==> src/lft_pkg.sv <==
// Shared constants and carrier types for the link flow and recovery logic
package lft_pkg;

  localparam int          SEQ_W    = 7;
  localparam logic [6:0]  SEQ_ZERO = 7'h00;
  localparam logic [6:0]  SEQ_ONE  = 7'h01;
  localparam logic [1:0]  CNT_ZERO = 2'h0;
  localparam logic [1:0]  CNT_ONE  = 2'h1;
  // Retry limit before re-establishment
  localparam logic [1:0]  N200     = 2'h3;

  localparam int T200_MS     = 1000;
  localparam int CLK_HZ      = 20_000_000;
  localparam int T200_CYCLES = T200_MS * (CLK_HZ / 1000);
  localparam int T200_W      = 25;

  typedef enum logic [2:0] {
    FK_I     = 3'h0,
    FK_RR    = 3'h1,
    FK_RNR   = 3'h2,
    FK_REJ   = 3'h3,
    FK_SABME = 3'h4,
    FK_DM    = 3'h5,
    FK_FRMR  = 3'h6,
    FK_UA    = 3'h7
  } lft_kind_type;

  typedef enum logic [1:0] {
    SK_RR  = 2'h0,
    SK_RNR = 2'h1,
    SK_REJ = 2'h2
  } lft_sup_type;

  typedef enum logic [2:0] {
    ST_IDLE = 3'h1,
    ST_EST  = 3'h2,
    ST_REC  = 3'h4
  } lft_state_type;

  // One received, already validated frame; valid is a one-cycle pulse
  typedef struct packed {
    logic         valid;
    lft_kind_type kind;
    logic         cmd;
    logic         pf;
    logic [6:0]   nr;
  } lft_rx_type;

  // Supervisory frame request held until the transmitter takes it
  typedef struct packed {
    logic        valid;
    lft_sup_type kind;
    logic        cmd;
    logic        pf;
  } lft_txreq_type;

endpackage

==> src/lft_t200.sv <==
// Acknowledgement timer with restart, stop and expiry pulse
module lft_t200 import lft_pkg::*; #(
  parameter int unsigned CYCLES = T200_CYCLES
) (
  input  wire logic ref_clk,
  input  wire logic sys_rst,
  input  wire logic start,
  input  wire logic stop,
  output logic      running,
  output logic      expired
);

  logic [T200_W-1:0] cnt;

  // Start beats stop so that reset-and-restart works in one cycle
  always_ff @(posedge ref_clk) begin
    if (sys_rst) begin
      running <= 1'b0;
      expired <= 1'b0;
      cnt     <= '0;
    end else begin
      expired <= 1'b0;
      if (start) begin
        running <= 1'b1;
        cnt     <= T200_W'(CYCLES - 1);
      end else if (stop) begin
        running <= 1'b0;
      end else if (running) begin
        if (cnt == '0) begin
          running <= 1'b0;
          expired <= 1'b1;
        end else begin
          cnt <= cnt - T200_W'(1);
        end
      end
    end
  end

endmodule

==> src/lft_sup_select.sv <==
// Picks the appropriate supervisory frame type
module lft_sup_select import lft_pkg::*; (
  input  wire logic  own_busy,
  input  wire logic  seq_err,
  input  wire logic  rej_sent,
  output lft_sup_type kind
);

  always_comb begin
    if (own_busy) begin
      kind = SK_RNR;
    end else if (seq_err && !rej_sent) begin
      kind = SK_REJ;
    end else begin
      kind = SK_RR;
    end
  end

endmodule

==> src/lft_link_recovery.sv <==
// Peer busy, timer recovery and re-establishment control of a link entity
module lft_link_recovery import lft_pkg::*; #(
  parameter int unsigned T200_CYCLES_P = T200_CYCLES
) (
  input  wire logic    ref_clk,
  input  wire logic    sys_rst,
  input  lft_rx_type   rx_frame,
  input  wire logic    frame_reject,
  input  wire logic    est_req,
  input  wire logic    est_done,
  input  wire logic    mode_setting,
  input  wire logic    own_busy,
  input  wire logic    seq_err,
  input  wire logic    rej_sent,
  input  wire logic    i_sent,
  input  wire logic    sabme_ua_sent,
  input  wire logic    poll_with_i,
  input  wire logic    sup_ack,
  output lft_txreq_type sup_req,
  output logic         retx_i_req,
  output logic         i_allowed,
  output logic         peer_busy,
  output logic         timer_rec,
  output logic [1:0]   retx_cnt,
  output logic [6:0]   vs,
  output logic [6:0]   va,
  output logic         reestablish,
  output logic         mdl_error,
  output logic         t200_running
);

  lft_state_type state;
  logic          poll_out;
  logic          busy_told;
  logic          own_busy_q;
  logic          t200_exp;
  logic          t200_start;
  logic          t200_stop;
  lft_sup_type   sel_kind;
  lft_txreq_type next_req;

  logic       est;
  logic       is_sup;
  logic       has_nr;
  logic       nr_ok;
  logic       nr_err;
  logic       f1_resp;
  logic       poll_in;
  logic       rx_rnr;
  logic       rx_clr;
  logic       exp_go;
  logic       exp_last;
  logic       re_peer;
  logic       re_any;
  logic [1:0] next_cnt;
  logic [6:0] d_nr;
  logic [6:0] d_vs;

  lft_t200 #(
    .CYCLES (T200_CYCLES_P)
  ) u_t200 (
    .ref_clk (ref_clk),
    .sys_rst (sys_rst),
    .start   (t200_start),
    .stop    (t200_stop),
    .running (t200_running),
    .expired (t200_exp)
  );

  lft_sup_select u_sel (
    .own_busy (own_busy),
    .seq_err  (seq_err),
    .rej_sent (rej_sent),
    .kind     (sel_kind)
  );

  // Modulo distances keep the range check correct across wrap
  always_comb begin
    d_nr = rx_frame.nr - va;
    d_vs = vs - va;
    nr_ok = d_nr <= d_vs;
    est = state != ST_IDLE;
    is_sup = rx_frame.kind == FK_RR || rx_frame.kind == FK_RNR ||
             rx_frame.kind == FK_REJ;
    has_nr = rx_frame.valid && est && (is_sup || rx_frame.kind == FK_I);
    nr_err = has_nr && !nr_ok;
    f1_resp = has_nr && nr_ok && is_sup && !rx_frame.cmd && rx_frame.pf;
    rx_rnr = has_nr && nr_ok && rx_frame.kind == FK_RNR;
    rx_clr = has_nr && nr_ok &&
             (rx_frame.kind == FK_RR || rx_frame.kind == FK_REJ);
    // Polls we answer: supervisory always, I frames only while busy
    poll_in = has_nr && nr_ok && rx_frame.cmd && rx_frame.pf &&
              (is_sup || own_busy);
    next_cnt = (state == ST_REC) ? retx_cnt + CNT_ONE : CNT_ZERO;
    exp_go = t200_exp && est && next_cnt < N200;
    exp_last = t200_exp && est && next_cnt == N200;
    re_peer = rx_frame.valid && est &&
              (rx_frame.kind == FK_SABME || rx_frame.kind == FK_FRMR ||
               (rx_frame.kind == FK_DM && !rx_frame.cmd &&
                !rx_frame.pf));
    re_peer = re_peer || (rx_frame.valid && state == ST_REC &&
              rx_frame.kind == FK_DM && !rx_frame.cmd &&
              rx_frame.pf);
    re_peer = re_peer || exp_last || nr_err ||
              (frame_reject && est);
    re_any = re_peer || est_req;
  end

  always_ff @(posedge ref_clk) begin
    if (sys_rst) begin
      state <= ST_IDLE;
    end else begin
      case (state)
        ST_IDLE: begin
          if (est_done) begin
            state <= ST_EST;
          end
        end
        ST_EST: begin
          if (re_any) begin
            state <= ST_IDLE;
          end else if (exp_go) begin
            state <= ST_REC;
          end
        end
        ST_REC: begin
          if (re_any) begin
            state <= ST_IDLE;
          end else if (f1_resp) begin
            state <= ST_EST;
          end
        end
        default: begin
          state <= ST_IDLE;
        end
      endcase
    end
  end

  always_ff @(posedge ref_clk) begin
    if (sys_rst) begin
      retx_cnt <= CNT_ZERO;
    end else if (est_done || re_any) begin
      retx_cnt <= CNT_ZERO;
    end else if (t200_exp && est) begin
      retx_cnt <= next_cnt;
    end
  end

  // Set wins over clear; both cannot come from one frame anyway
  always_ff @(posedge ref_clk) begin
    if (sys_rst) begin
      peer_busy <= 1'b0;
    end else if (rx_rnr && !mode_setting) begin
      peer_busy <= 1'b1;
    end else if (rx_clr) begin
      peer_busy <= 1'b0;
    end else if (rx_frame.valid && rx_frame.kind == FK_SABME) begin
      peer_busy <= 1'b0;
    end else if (est_done) begin
      peer_busy <= 1'b0;
    end
  end

  // An RNR final leaves the enquiry open, so I frames keep waiting
  always_ff @(posedge ref_clk) begin
    if (sys_rst) begin
      poll_out <= 1'b0;
    end else if (re_any || est_done) begin
      poll_out <= 1'b0;
    end else if (exp_go) begin
      poll_out <= 1'b1;
    end else if (f1_resp && rx_frame.kind != FK_RNR) begin
      poll_out <= 1'b0;
    end
  end

  always_ff @(posedge ref_clk) begin
    if (sys_rst) begin
      va <= SEQ_ZERO;
    end else if (est_done) begin
      va <= SEQ_ZERO;
    end else if (has_nr && nr_ok) begin
      va <= rx_frame.nr;
    end
  end

  // Commands never move V(S); of received frames only an in-range supervisory F=1 response does
  always_ff @(posedge ref_clk) begin
    if (sys_rst) begin
      vs <= SEQ_ZERO;
    end else if (est_done) begin
      vs <= SEQ_ZERO;
    end else if (f1_resp) begin
      vs <= rx_frame.nr;
    end else if (i_sent) begin
      vs <= vs + SEQ_ONE;
    end
  end

  always_comb begin
    t200_start = (i_sent && !t200_running) || exp_go;
    t200_start = t200_start ||
                 (rx_rnr && (!poll_out || f1_resp));
    t200_stop = est_done || re_any ||
                (f1_resp && rx_frame.kind != FK_RNR);
  end

  // Priority: poll answer, own poll, busy entry, busy exit
  always_comb begin
    next_req = '0;
    if (poll_in) begin
      next_req = {1'b1, sel_kind, 1'b0, 1'b1};
    end else if (exp_go && !(poll_with_i && vs != va)) begin
      next_req = {1'b1, sel_kind, 1'b1, 1'b1};
    end else if (own_busy && !own_busy_q) begin
      next_req = {1'b1, SK_RNR, 1'b0, 1'b0};
    end else if (!own_busy && own_busy_q && busy_told) begin
      next_req = {1'b1, sel_kind, 1'b0, 1'b0};
    end
  end

  // A pending F=1 answer is never displaced by a weaker request
  always_ff @(posedge ref_clk) begin
    if (sys_rst) begin
      sup_req <= '0;
    end else if (next_req.valid &&
                 (!sup_req.valid || sup_ack || sup_req.cmd ||
                  !sup_req.pf || next_req.pf)) begin
      sup_req <= next_req;
    end else if (sup_ack) begin
      sup_req <= '0;
    end
  end

  always_ff @(posedge ref_clk) begin
    if (sys_rst) begin
      own_busy_q <= 1'b0;
    end else begin
      own_busy_q <= own_busy;
    end
  end

  always_ff @(posedge ref_clk) begin
    if (sys_rst) begin
      busy_told <= 1'b0;
    end else if (next_req.valid && next_req.kind == SK_RNR) begin
      busy_told <= 1'b1;
    end else if (sabme_ua_sent || (!own_busy && own_busy_q)) begin
      busy_told <= 1'b0;
    end
  end

  always_ff @(posedge ref_clk) begin
    if (sys_rst) begin
      retx_i_req <= 1'b0;
    end else begin
      retx_i_req <= exp_go && poll_with_i && vs != va;
    end
  end

  // I frames held through peer busy and the whole enquiry
  always_ff @(posedge ref_clk) begin
    if (sys_rst) begin
      i_allowed <= 1'b0;
    end else begin
      i_allowed <= state == ST_EST && !peer_busy && !poll_out;
    end
  end

  // Layer 3 requests get no error indication, only re-establishment
  always_ff @(posedge ref_clk) begin
    if (sys_rst) begin
      reestablish <= 1'b0;
      mdl_error   <= 1'b0;
    end else begin
      reestablish <= re_any;
      mdl_error   <= re_peer;
    end
  end

  always_comb begin
    timer_rec = state == ST_REC;
  end
endmodule

==> config.mk <==
export PLATFORM = sky130hd
export DESIGN_NAME = lft_link_recovery
export DESIGN_NICKNAME = d
export VERILOG_FILES = /design/src/lft_pkg.sv /design/src/lft_t200.sv /design/src/lft_sup_select.sv /design/src/lft_link_recovery.sv
export SDC_FILE = /design/constraint.sdc
export NUM_CORES = 1
export LEC_CHECK = 0
export ABC_AREA = 1
export BUFFER_PORTS_ARGS = -buffer_cell sky130_fd_sc_hd__buf_4
export CAP_MARGIN = 20
export CORE_MARGIN = 1
export CORE_UTILIZATION = 50
export DETAILED_ROUTE_END_ITERATION = 16
export PLACE_DENSITY = 0.71
export SLEW_MARGIN = 25
export SYNTH_ARGS = -nofsm -noshare
export SYNTH_HDL_FRONTEND = slang
export SYNTH_HIERARCHICAL = 1
export SYNTH_SLANG_ARGS = --single-unit
==> constraint.sdc <==
create_clock -name ref_clk -period 4.73 [get_ports ref_clk]
set_input_delay 0.7095 -clock ref_clk [delete_from_list [all_inputs] [get_ports ref_clk]]
set_output_delay 0.7095 -clock ref_clk [all_outputs]
set_load 0.01 [all_outputs]
==> metrics.log, run 1 <==
[metrics] result of the run: complete, no violations
[metrics] global placement routability congestion: between 0.8 and 0.9
[metrics] path type of the worst setup path: in2reg
[metrics] post-route fraction of the period consumed by the critical path: 87.4%
[metrics] worst endpoint required time: roughly 5000 ps
[metrics] Net Sw Frac: 31.5%
[metrics] clock network power share: approximately two fifths
[metrics] cell area after synthesis: 4020 µm²
[metrics] Initial Util: between 50% and 60%
[metrics] total clock buffers created by CTS: 9
[metrics] CTS tree: yes
[metrics] area occupied by multi-input gates: 2420 µm²
[metrics] sequential cell area in the final layout: 1180 µm²
[metrics] type of the tightest min-delay check: reg2reg
[metrics] Die X: 91.7 µm
[metrics] number of failing setup endpoints in the final timing report: 0
[metrics] number of distinct standard cells referenced by the synthesized netlist: between 40 and 50
[metrics] Post-synth EDFFs: 0
[metrics] port bufs: 53
[metrics] initial antenna violation count: 0
[metrics] Clock Skew: 16.3 ps
[metrics] buffers from clock root to sink, at most: 2
[metrics] Detailed Route WL: 10.0 mm
[metrics] Post-synth top flop: sky130_fd_sc_hd__dfxtp_1
[metrics] portion of the post-synthesis area used by sequential elements: 29.4%
[metrics] total number of yosys warnings: 6
[metrics] register bit count reported by yosys: 59
[metrics] DRT antenna net count: 0
[metrics] antenna cell count: 0
[metrics] count of final hold-check violations: 0
[metrics] Async SR Flop Fraction: 0%
[metrics] commonest cells after routing, fill and taps aside: sky130_fd_sc_hd__nand2_1 (128), sky130_fd_sc_hd__inv_1 (91), sky130_fd_sc_hd__nor2_1 (73), sky130_fd_sc_hd__dfxtp_1 (59), sky130_fd_sc_hd__buf_4 (58)
[metrics] actual slew at the worst max-slew pin: 653 ps
[metrics] initial drt markers: approximately 200
[metrics] number of gates resized after CTS: 0
[metrics] row count: 32
[metrics] final-report max-slew violation count: 0
[metrics] critical path endpoint category: register
[metrics] overall global routing resource usage: 25.0%
[metrics] post-synthesis net count: ~650
[metrics] via count of the first global-routing pass: 3810
[metrics] vertical die dimension: 91.7 µm
[metrics] average wire length per cell after detail routing: 13.1 µm
[metrics] number of detailed-route iterations in the first pass: 5
[metrics] largest vdd supply drop: 159 µV
[metrics] max-cap violation count: 0
[metrics] maximum number of pins on one net before global-route repair: 24
[metrics] total internal power: about 0.95 mW
[metrics] DR vias: 4031
[metrics] minimum clock period: 4130 ps
[metrics] Synth Area per Inst: 6.75 µm²
[metrics] level count of the clock H-tree: 3
[metrics] startpoint type of the worst setup path: primary input
[metrics] placed wire-length estimate after detailed placement: 7.72 mm
[metrics] clk_lat worst skew: 350 ps
[metrics] post-route setup TNS: 0 ps
[metrics] # clock sinks: 59
[metrics] master cell of the clock root buffer: sky130_fd_sc_hd__clkbuf_8
[metrics] number of standard cells after synthesis: 596
[metrics] highest net fanout along the worst path: 23
[metrics] Flop pwr share: 39.0%
[metrics] RSZ-0062 raised after global routing: false
[metrics] Overflow after GRT: 0
[metrics] number of buffers inserted to repair setup after CTS: 0
[metrics] DRC viols: 0
[metrics] boundary pin count: 54
[metrics] area added between synthesis and finish: 18.2%
[metrics] layout cell share with drive strength beyond 1: 17.5%
[metrics] sum of internal, switching and leakage power: around 1.4 mW
[metrics] global-route wire length before repair: 16.9 mm
[metrics] switching component of the power: 0.437 mW
[metrics] Post-CTS Hold Fix Bufs: 0
[metrics] core footprint: between 7000 and 8000 µm²
[metrics] worst slew margin relative to its limit: 56.3%
[metrics] number of nets in the layout: slightly above 700
[metrics] pwr/cell area: 292 nW/µm²
[metrics] standby leakage power: 2.24 nW
[metrics] commonest non-fill, non-tap cell in the layout: sky130_fd_sc_hd__nand2_1
[metrics] area of the die: 8400 µm²
[metrics] critical path data arrival time: 4370 ps
[metrics] highest clock rate: 0.242 GHz
[metrics] detail-routed via count per cell: 5.28
[metrics] clock transition at the register clock pins on the worst setup and hold paths after CTS: ~80 ps
[metrics] part of the total power dissipated in combinational logic: 22.8%
[metrics] number of filler cells placed in the layout: 760
[layer usage]
metal  up-vias  wire length [µm]  GRT usage (%)
met5         -                 0              0
met4         0               256           10.8
met3        22               491           3.81
met2       117              4840           45.0
met1      1836              4410           29.3
li1       2056                 -              -
[stage by stage]
stage / cell area [µm²] / std cells / worst slack (ps) / hold WS (ps) / utilization, %
CTS: 4750 / 763 / 638 / 466 / 61.2
global placement: 4530 / 747 / 427 / 451 / 58.3
finish: 4750 / 763 / 596 / 466 / 61.2
detailed placement: 4530 / 747 / 270 / 453 / 58.3
floorplan: 4020 / 596 / 730 / 423 / -
global route: 4750 / 763 / 184 / 494 / 61.2
[flip-flops by register name, summed over array words and instances (netlist names)]
name	cells
poll_out	1
u_t200/running	1
busy_told	1
retx_i_req	1
retx_cnt	2
sup_req	5
peer_busy	1
state	3
i_allowed	1
mdl_error	1
u_t200/cnt	25
va	7
own_busy_q	1
vs	7
u_t200/expired	1
reestablish	1
[critical path, stage by stage]
cell,delay (ps)
sky130_fd_sc_hd__buf_4,120
sky130_fd_sc_hd__inv_1,130
sky130_fd_sc_hd__ha_1,160
sky130_fd_sc_hd__inv_1,60
sky130_fd_sc_hd__fa_1,390
sky130_fd_sc_hd__a21oi_1,140
sky130_fd_sc_hd__o21ai_0,140
sky130_fd_sc_hd__a21o_1,190
sky130_fd_sc_hd__a21oi_1,150
sky130_fd_sc_hd__xor2_1,170
sky130_fd_sc_hd__ha_1,260
sky130_fd_sc_hd__nand2_1,80
sky130_fd_sc_hd__inv_1,40
sky130_fd_sc_hd__a21oi_1,160
sky130_fd_sc_hd__nand2_1,130
sky130_fd_sc_hd__nand2_2,120
sky130_fd_sc_hd__nand3b_2,90
sky130_fd_sc_hd__inv_1,160
sky130_fd_sc_hd__nand2_1,90
sky130_fd_sc_hd__nand2_1,130
sky130_fd_sc_hd__nor2_2,80
sky130_fd_sc_hd__nand2_4,220
sky130_fd_sc_hd__inv_1,150
sky130_fd_sc_hd__nand3_1,100
sky130_fd_sc_hd__nand3_1,80
sky130_fd_sc_hd__nand2_1,70
sky130_fd_sc_hd__inv_1,40
[final timing paths]
kind,start,end,slack (ps),cells past startpoint
hold reg to reg,sup_req[2],sup_req[2],470,2
setup / recovery,rx_frame[0],u_t200/cnt[2],600,27
setup reg to reg,vs[0],u_t200/cnt[2],780,27
hold / removal,sup_req[2],sup_req[2],470,2
[Yosys cell counts (all sizes together) (2+ instances only)]
| library cell | count | share of area (%) |
|---|---|---|
| ha | 21 | 6.5 |
| nand4 | 17 | 3.0 |
| a31oi | 9 | 1.4 |
| dfxtp | 59 | 29 |
| o21ai | 24 | 3.0 |
| inv | 94 | 8.8 |
| nand2 | 137 | 14 |
| nor3b | 2 | 0.37 |
| nor4 | 3 | 0.47 |
| nor2 | 91 | 10 |
| o211ai | 4 | 0.87 |
| a21oi | 39 | 5.3 |
| and2 | 2 | 0.31 |
| nor3 | 4 | 0.50 |
| fa | 2 | 1.0 |
| xor2 | 8 | 1.7 |
| xnor2 | 10 | 2.2 |
| clkbuf | 4 | 0.37 |
| nand3 | 46 | 6.6 |
| o2111ai | 2 | 0.44 |
| o21a | 2 | 0.40 |
| buf | 5 | 1.1 |
| nand3b | 6 | 1.2 |
[power groups by stage]
stage                     Sequential (mW)  Combinational, mW  Clock, mW
final                               0.541              0.317      0.529
after global placement              0.551              0.306          0
after global routing                0.544              0.359      0.563
after detailed placement            0.552              0.313          0
after floorplan                     0.550              0.224          0
after CTS                           0.541              0.315      0.544
[kinds of logic after synthesis]
kind of cell,Yosys count,synth area share (%)
AOI/OAI and AO/OA,83,12.2
DFF,59,29.4
adders and majority gates,23,7.53
buffers and inverters,104,10.3
xor gates and xnor gates,18,3.92
and+or+nand+nor,309,36.6
[cell type report]
| cell class | count | share of cell area [%] |
|---|---|---|
| Inverter | 95 | 7.50 |
| Clock inverter | 6 | 1.87 |
| Sequential cell | 59 | 24.9 |
| Tap cell | 102 | 2.69 |
| Multi-Input combinational cell | 433 | 51.0 |
| Timing Repair Buffer | 58 | 9.16 |
| Clock buffer | 10 | 2.90 |
No activity file was read; power rests on OpenSTA's default activity.
==> inputs of run 2 (changes only) <==
--- a/config.mk
+++ b/config.mk
@@ -5,7 +5,6 @@
 export SDC_FILE = /design/constraint.sdc
 export NUM_CORES = 1
 export LEC_CHECK = 0
-export ABC_AREA = 1
 export BUFFER_PORTS_ARGS = -buffer_cell sky130_fd_sc_hd__buf_4
 export CAP_MARGIN = 20
 export CORE_MARGIN = 1
==> run 2 against run 1 <==
Net effect:
- first-iteration DRC count is 4.1% higher
- combinational power shrank 41%
- fmax down 6.9%
- global-route usage is 2.3 points lower
- critical path type unchanged
- largest cell class unchanged
==> metrics.log, run 2 <==
[metrics] Initial Util: 52.3% (+0.56 points)
[metrics] clk_lat worst skew: 330 ps (-20 ps)
[metrics] post-synthesis net count: 465 (-28%)
[metrics] area leader, netlist: sky130_fd_sc_hd__dfxtp_1
[metrics] sum of internal, switching and leakage power: 1.19 mW (-14%)
[metrics] number of buffers inserted to repair setup after CTS: 0 (unchanged)
[metrics] largest registers ranked by flip-flop count: u_t200/cnt: 25 flops, va: 7 flops, vs: 7 flops
[metrics] CTS tree: yes
[metrics] overall global routing resource usage: 22.7% (-2.3 points)
[metrics] clock transition at the register clock pins on the worst setup and hold paths after CTS: 70 ps (about the same)
[metrics] level count of the clock H-tree: 3 (unchanged)
[metrics] standby leakage power: 1.72 nW (-23%)
[metrics] highest net fanout along the worst path: 6 (-74%)
[metrics] Post-synth top flop: sky130_fd_sc_hd__dfxtp_1
[metrics] highest clock rate: 0.225 GHz (-6.9%)
[metrics] # clock sinks: 59 (unchanged)
[metrics] DR vias: 3224 (-20%)
[metrics] pwr/cell area: 281 nW/µm² (-3.8%)
[metrics] DRC viols: 0 (unchanged)
[metrics] number of gates resized after CTS: 0 (unchanged)
[metrics] path type of the worst setup path: in2reg
[metrics] number of standard cells after synthesis: 416 (-30%)
[metrics] Synth Area per Inst: 8.64 µm² (+28%)
[metrics] critical path data arrival time: 4690 ps (+320 ps)
[metrics] part of the total power dissipated in combinational logic: 15.6% (-7.2 points)
[metrics] Overflow after GRT: 0 (unchanged)
[metrics] number of nets in the layout: 515 (-27%)
[metrics] placed wire-length estimate after detailed placement: 6.00 mm (-22%)
[metrics] Finished Core Util: 61.9% (+0.75 points)
[metrics] global-route wire length before repair: 13.3 mm (-21%)
[metrics] initial drt markers: 204 (+4.1%)
[metrics] final-report max-slew violation count: 0 (unchanged)
[metrics] portion of the post-synthesis area used by sequential elements: 32.9% (+3.5 points)
[metrics] top post-synthesis cells by area: sky130_fd_sc_hd__dfxtp_1 (33%), sky130_fd_sc_hd__ha_1 (7.3%), sky130_fd_sc_hd__a21oi_1 (5.0%), sky130_fd_sc_hd__nor2_1 (4.4%), sky130_fd_sc_hd__xnor2_1 (4.4%)
[metrics] layout cell share with drive strength beyond 1: 20.0% (+2.4 points)
[metrics] vertical die dimension: 86.8 µm (-5.3%)
[metrics] max-cap violation count: 0 (unchanged)
[metrics] post-route fraction of the period consumed by the critical path: 93.8% (+6.4 points)
[metrics] boundary pin count: 54 (unchanged)
[metrics] number of distinct standard cells referenced by the synthesized netlist: 63 (+43%)
[metrics] master cell of the clock root buffer: sky130_fd_sc_hd__clkbuf_8
[metrics] Async SR Flop Fraction: 0% (unchanged)
[metrics] antenna cell count: 0 (unchanged)
[metrics] number of detailed-route iterations in the first pass: 4 (-1)
[metrics] worst endpoint required time: 4990 ps (+20 ps)
[metrics] initial antenna violation count: 0 (unchanged)
[metrics] maximum number of pins on one net before global-route repair: 35 (+46%)
[metrics] Flop pwr share: 44.7% (+5.7 points)
[metrics] number of filler cells placed in the layout: 635 (-16%)
[metrics] total number of yosys warnings: 6 (unchanged)
[metrics] Post-CTS Hold Fix Bufs: 0 (unchanged)
[metrics] number of failing setup endpoints in the final timing report: 0 (unchanged)
[metrics] minimum clock period: 4440 ps (+304 ps)
[metrics] Synth top area share: 32.9% (+3.5 points)
[metrics] detail-routed via count per cell: 5.69 (+7.6%)
[metrics] total internal power: 0.870 mW (-8.3%)
[metrics] commonest non-fill, non-tap cell in the layout: sky130_fd_sc_hd__dfxtp_1
[metrics] most instantiated library cell after synthesis: sky130_fd_sc_hd__dfxtp_1
[metrics] switching component of the power: 0.324 mW (-26%)
[metrics] RSZ-0062 raised after global routing: false
[metrics] DRT antenna net count: 0 (unchanged)
[metrics] area of the die: 7530 µm² (-10%)
[metrics] cell area after synthesis: 3590 µm² (-11%)
[metrics] actual slew at the worst max-slew pin: 688 ps (+34.4 ps)
[metrics] clock network power share: 39.6% (+1.5 points)
[metrics] largest vdd supply drop: 154 µV (-2.9%)
[metrics] critical path endpoint category: register
[metrics] count of final hold-check violations: 0 (unchanged)
[metrics] Most flops, register: u_t200/cnt
[metrics] Die X: 86.8 µm (-5.3%)
[metrics] port bufs: 53 (unchanged)
[metrics] result of the run: complete, no violations
[metrics] Net Sw Frac: 27.1% (-4.4 points)
[metrics] area added between synthesis and finish: 18.4%
[metrics] Clock Skew: 12.4 ps (-3.89 ps)
[metrics] row count: 30 (-6.3%)
[metrics] average wire length per cell after detail routing: 14.3 µm (+9.5%)
[metrics] commonest cells in the netlist: sky130_fd_sc_hd__dfxtp_1 (59), sky130_fd_sc_hd__nor2_1 (42), sky130_fd_sc_hd__a21oi_1 (36), sky130_fd_sc_hd__inv_1 (25), sky130_fd_sc_hd__ha_1 (21)
[metrics] buffers from clock root to sink, at most: 2 (unchanged)
[metrics] post-route setup TNS: 0 ps (unchanged)
[metrics] max reg flops: 25 (unchanged)
[metrics] core footprint: 6870 µm² (-12%)
[metrics] register bit count reported by yosys: 59 (unchanged)
[metrics] type of the tightest min-delay check: reg2reg
[metrics] commonest cells after routing, fill and taps aside: sky130_fd_sc_hd__dfxtp_1 (59), sky130_fd_sc_hd__buf_4 (57), sky130_fd_sc_hd__nor2_1 (42), sky130_fd_sc_hd__a21oi_1 (36), sky130_fd_sc_hd__inv_1 (25)
[metrics] via count of the first global-routing pass: 2829 (-26%)
[metrics] Post-synth EDFFs: 0 (unchanged)
[metrics] total clock buffers created by CTS: 9 (unchanged)
[metrics] worst slew margin relative to its limit: 54.2% (-2.1 points)
[metrics] Detailed Route WL: 8.14 mm (-19%)
[metrics] global placement routability congestion: 0.895 (+0.52%)
[metrics] startpoint type of the worst setup path: primary input
run 2: cell count changes after synthesis, moves of 7 or more:
cell,before,now
sky130_fd_sc_hd__inv_1,91,25
sky130_fd_sc_hd__or4_1,1,8
sky130_fd_sc_hd__nor2_1,73,42
sky130_fd_sc_hd__or3_1,0,8
sky130_fd_sc_hd__nor2_2,13,0
sky130_fd_sc_hd__nand2_1,128,15
sky130_fd_sc_hd__nor4_1,3,12
sky130_fd_sc_hd__nand3_1,42,3
sky130_fd_sc_hd__xor2_1,8,16
sky130_fd_sc_hd__a21o_1,1,8
sky130_fd_sc_hd__nand4_1,16,3
sky130_fd_sc_hd__xnor2_1,10,18
sky130_fd_sc_hd__mux2i_1,0,9
sky130_fd_sc_hd__a211oi_1,0,10
run 2: layout make-up:
cell class	instances	area, µm²	share of cell area, %
multi-input combinational	314	2230	52.4
clock inverter	4	48.8	1.15
timing repair buffer	57	428	10.1
clock buffer	12	155	3.65
tap	96	120	2.82
sequential	59	1180	27.8
inverter	25	93.8	2.21
run 2: kinds of logic (layout without fill, tap and decap cells):
family / after synthesis / count (layout) / share of synthesized area, %
and+or+nand+nor: 135 / 135 / 21.8
xor gates and xnor gates: 34 / 34 / 8.29
AOI/OAI and AO/OA: 113 / 113 / 20.8
buffers and inverters: 43 / 98 / 5.33
adders and majority gates: 23 / 23 / 8.43
DFF: 59 / 59 / 32.9
muxes: 9 / 9 / 2.51
run 2: critical path, stage by stage:
cell and delay, ps:
sky130_fd_sc_hd__buf_4 130, sky130_fd_sc_hd__inv_1 60, sky130_fd_sc_hd__ha_1 140, sky130_fd_sc_hd__inv_1 60, sky130_fd_sc_hd__fa_1 400, sky130_fd_sc_hd__a21o_1 170
sky130_fd_sc_hd__a21oi_1 230, sky130_fd_sc_hd__o21bai_1 100, sky130_fd_sc_hd__a21oi_1 180, sky130_fd_sc_hd__xnor2_1 90, sky130_fd_sc_hd__ha_1 320, sky130_fd_sc_hd__and4_1 190
sky130_fd_sc_hd__o21ai_0 80, sky130_fd_sc_hd__o221a_2 290, sky130_fd_sc_hd__o21ai_2 150, sky130_fd_sc_hd__o21ai_0 170, sky130_fd_sc_hd__nor2b_1 310, sky130_fd_sc_hd__o211ai_1 280
sky130_fd_sc_hd__or4_1 470, sky130_fd_sc_hd__a31oi_1 160
run 2: path summary, 6_finish.rpt:
check | startpoint | endpoint | slack (ps) | cells past startpoint
min | poll_out | i_allowed | 470 | 1
min reg2reg | poll_out | i_allowed | 470 | 1
max | rx_frame[0] | u_t200/cnt[13] | 290 | 20
max reg2reg | vs[0] | u_t200/cnt[13] | 390 | 19
run 2: power by group through the flow:
stage / combinational [mW] / clock, mW / sequential [mW]
floorplan: 0.131 / 0 / 0.541
detailed placement: 0.185 / 0 / 0.544
global placement: 0.182 / 0 / 0.544
CTS: 0.186 / 0.481 / 0.534
finish: 0.187 / 0.473 / 0.534
global route: 0.207 / 0.502 / 0.537
run 2: metrics by stage:
stage	instance area, µm²	cells	hold WS (ps)	worst slack, ps
2_1_floorplan	3590	416	415	101
3_3_place_gp	4040	551	454	221
3_5_place_dp	4040	551	449	17.3
4_1_cts	4250	567	462	342
5_1_grt	4250	567	497	32.7
6_report	4250	567	468	292
run 2: layer usage:
metal | vias to the layer above | GRT usage (%) | routed length, µm | part of all wire [%]
met5 | - | 0 | 0 | 0
met4 | 0 | 8.79 | 121 | 1.5
met2 | 75 | 35.9 | 3740 | 46
met1 | 1530 | 30.8 | 3950 | 49
li1 | 1608 | - | - | -
met3 | 11 | 4.00 | 327 | 4.0
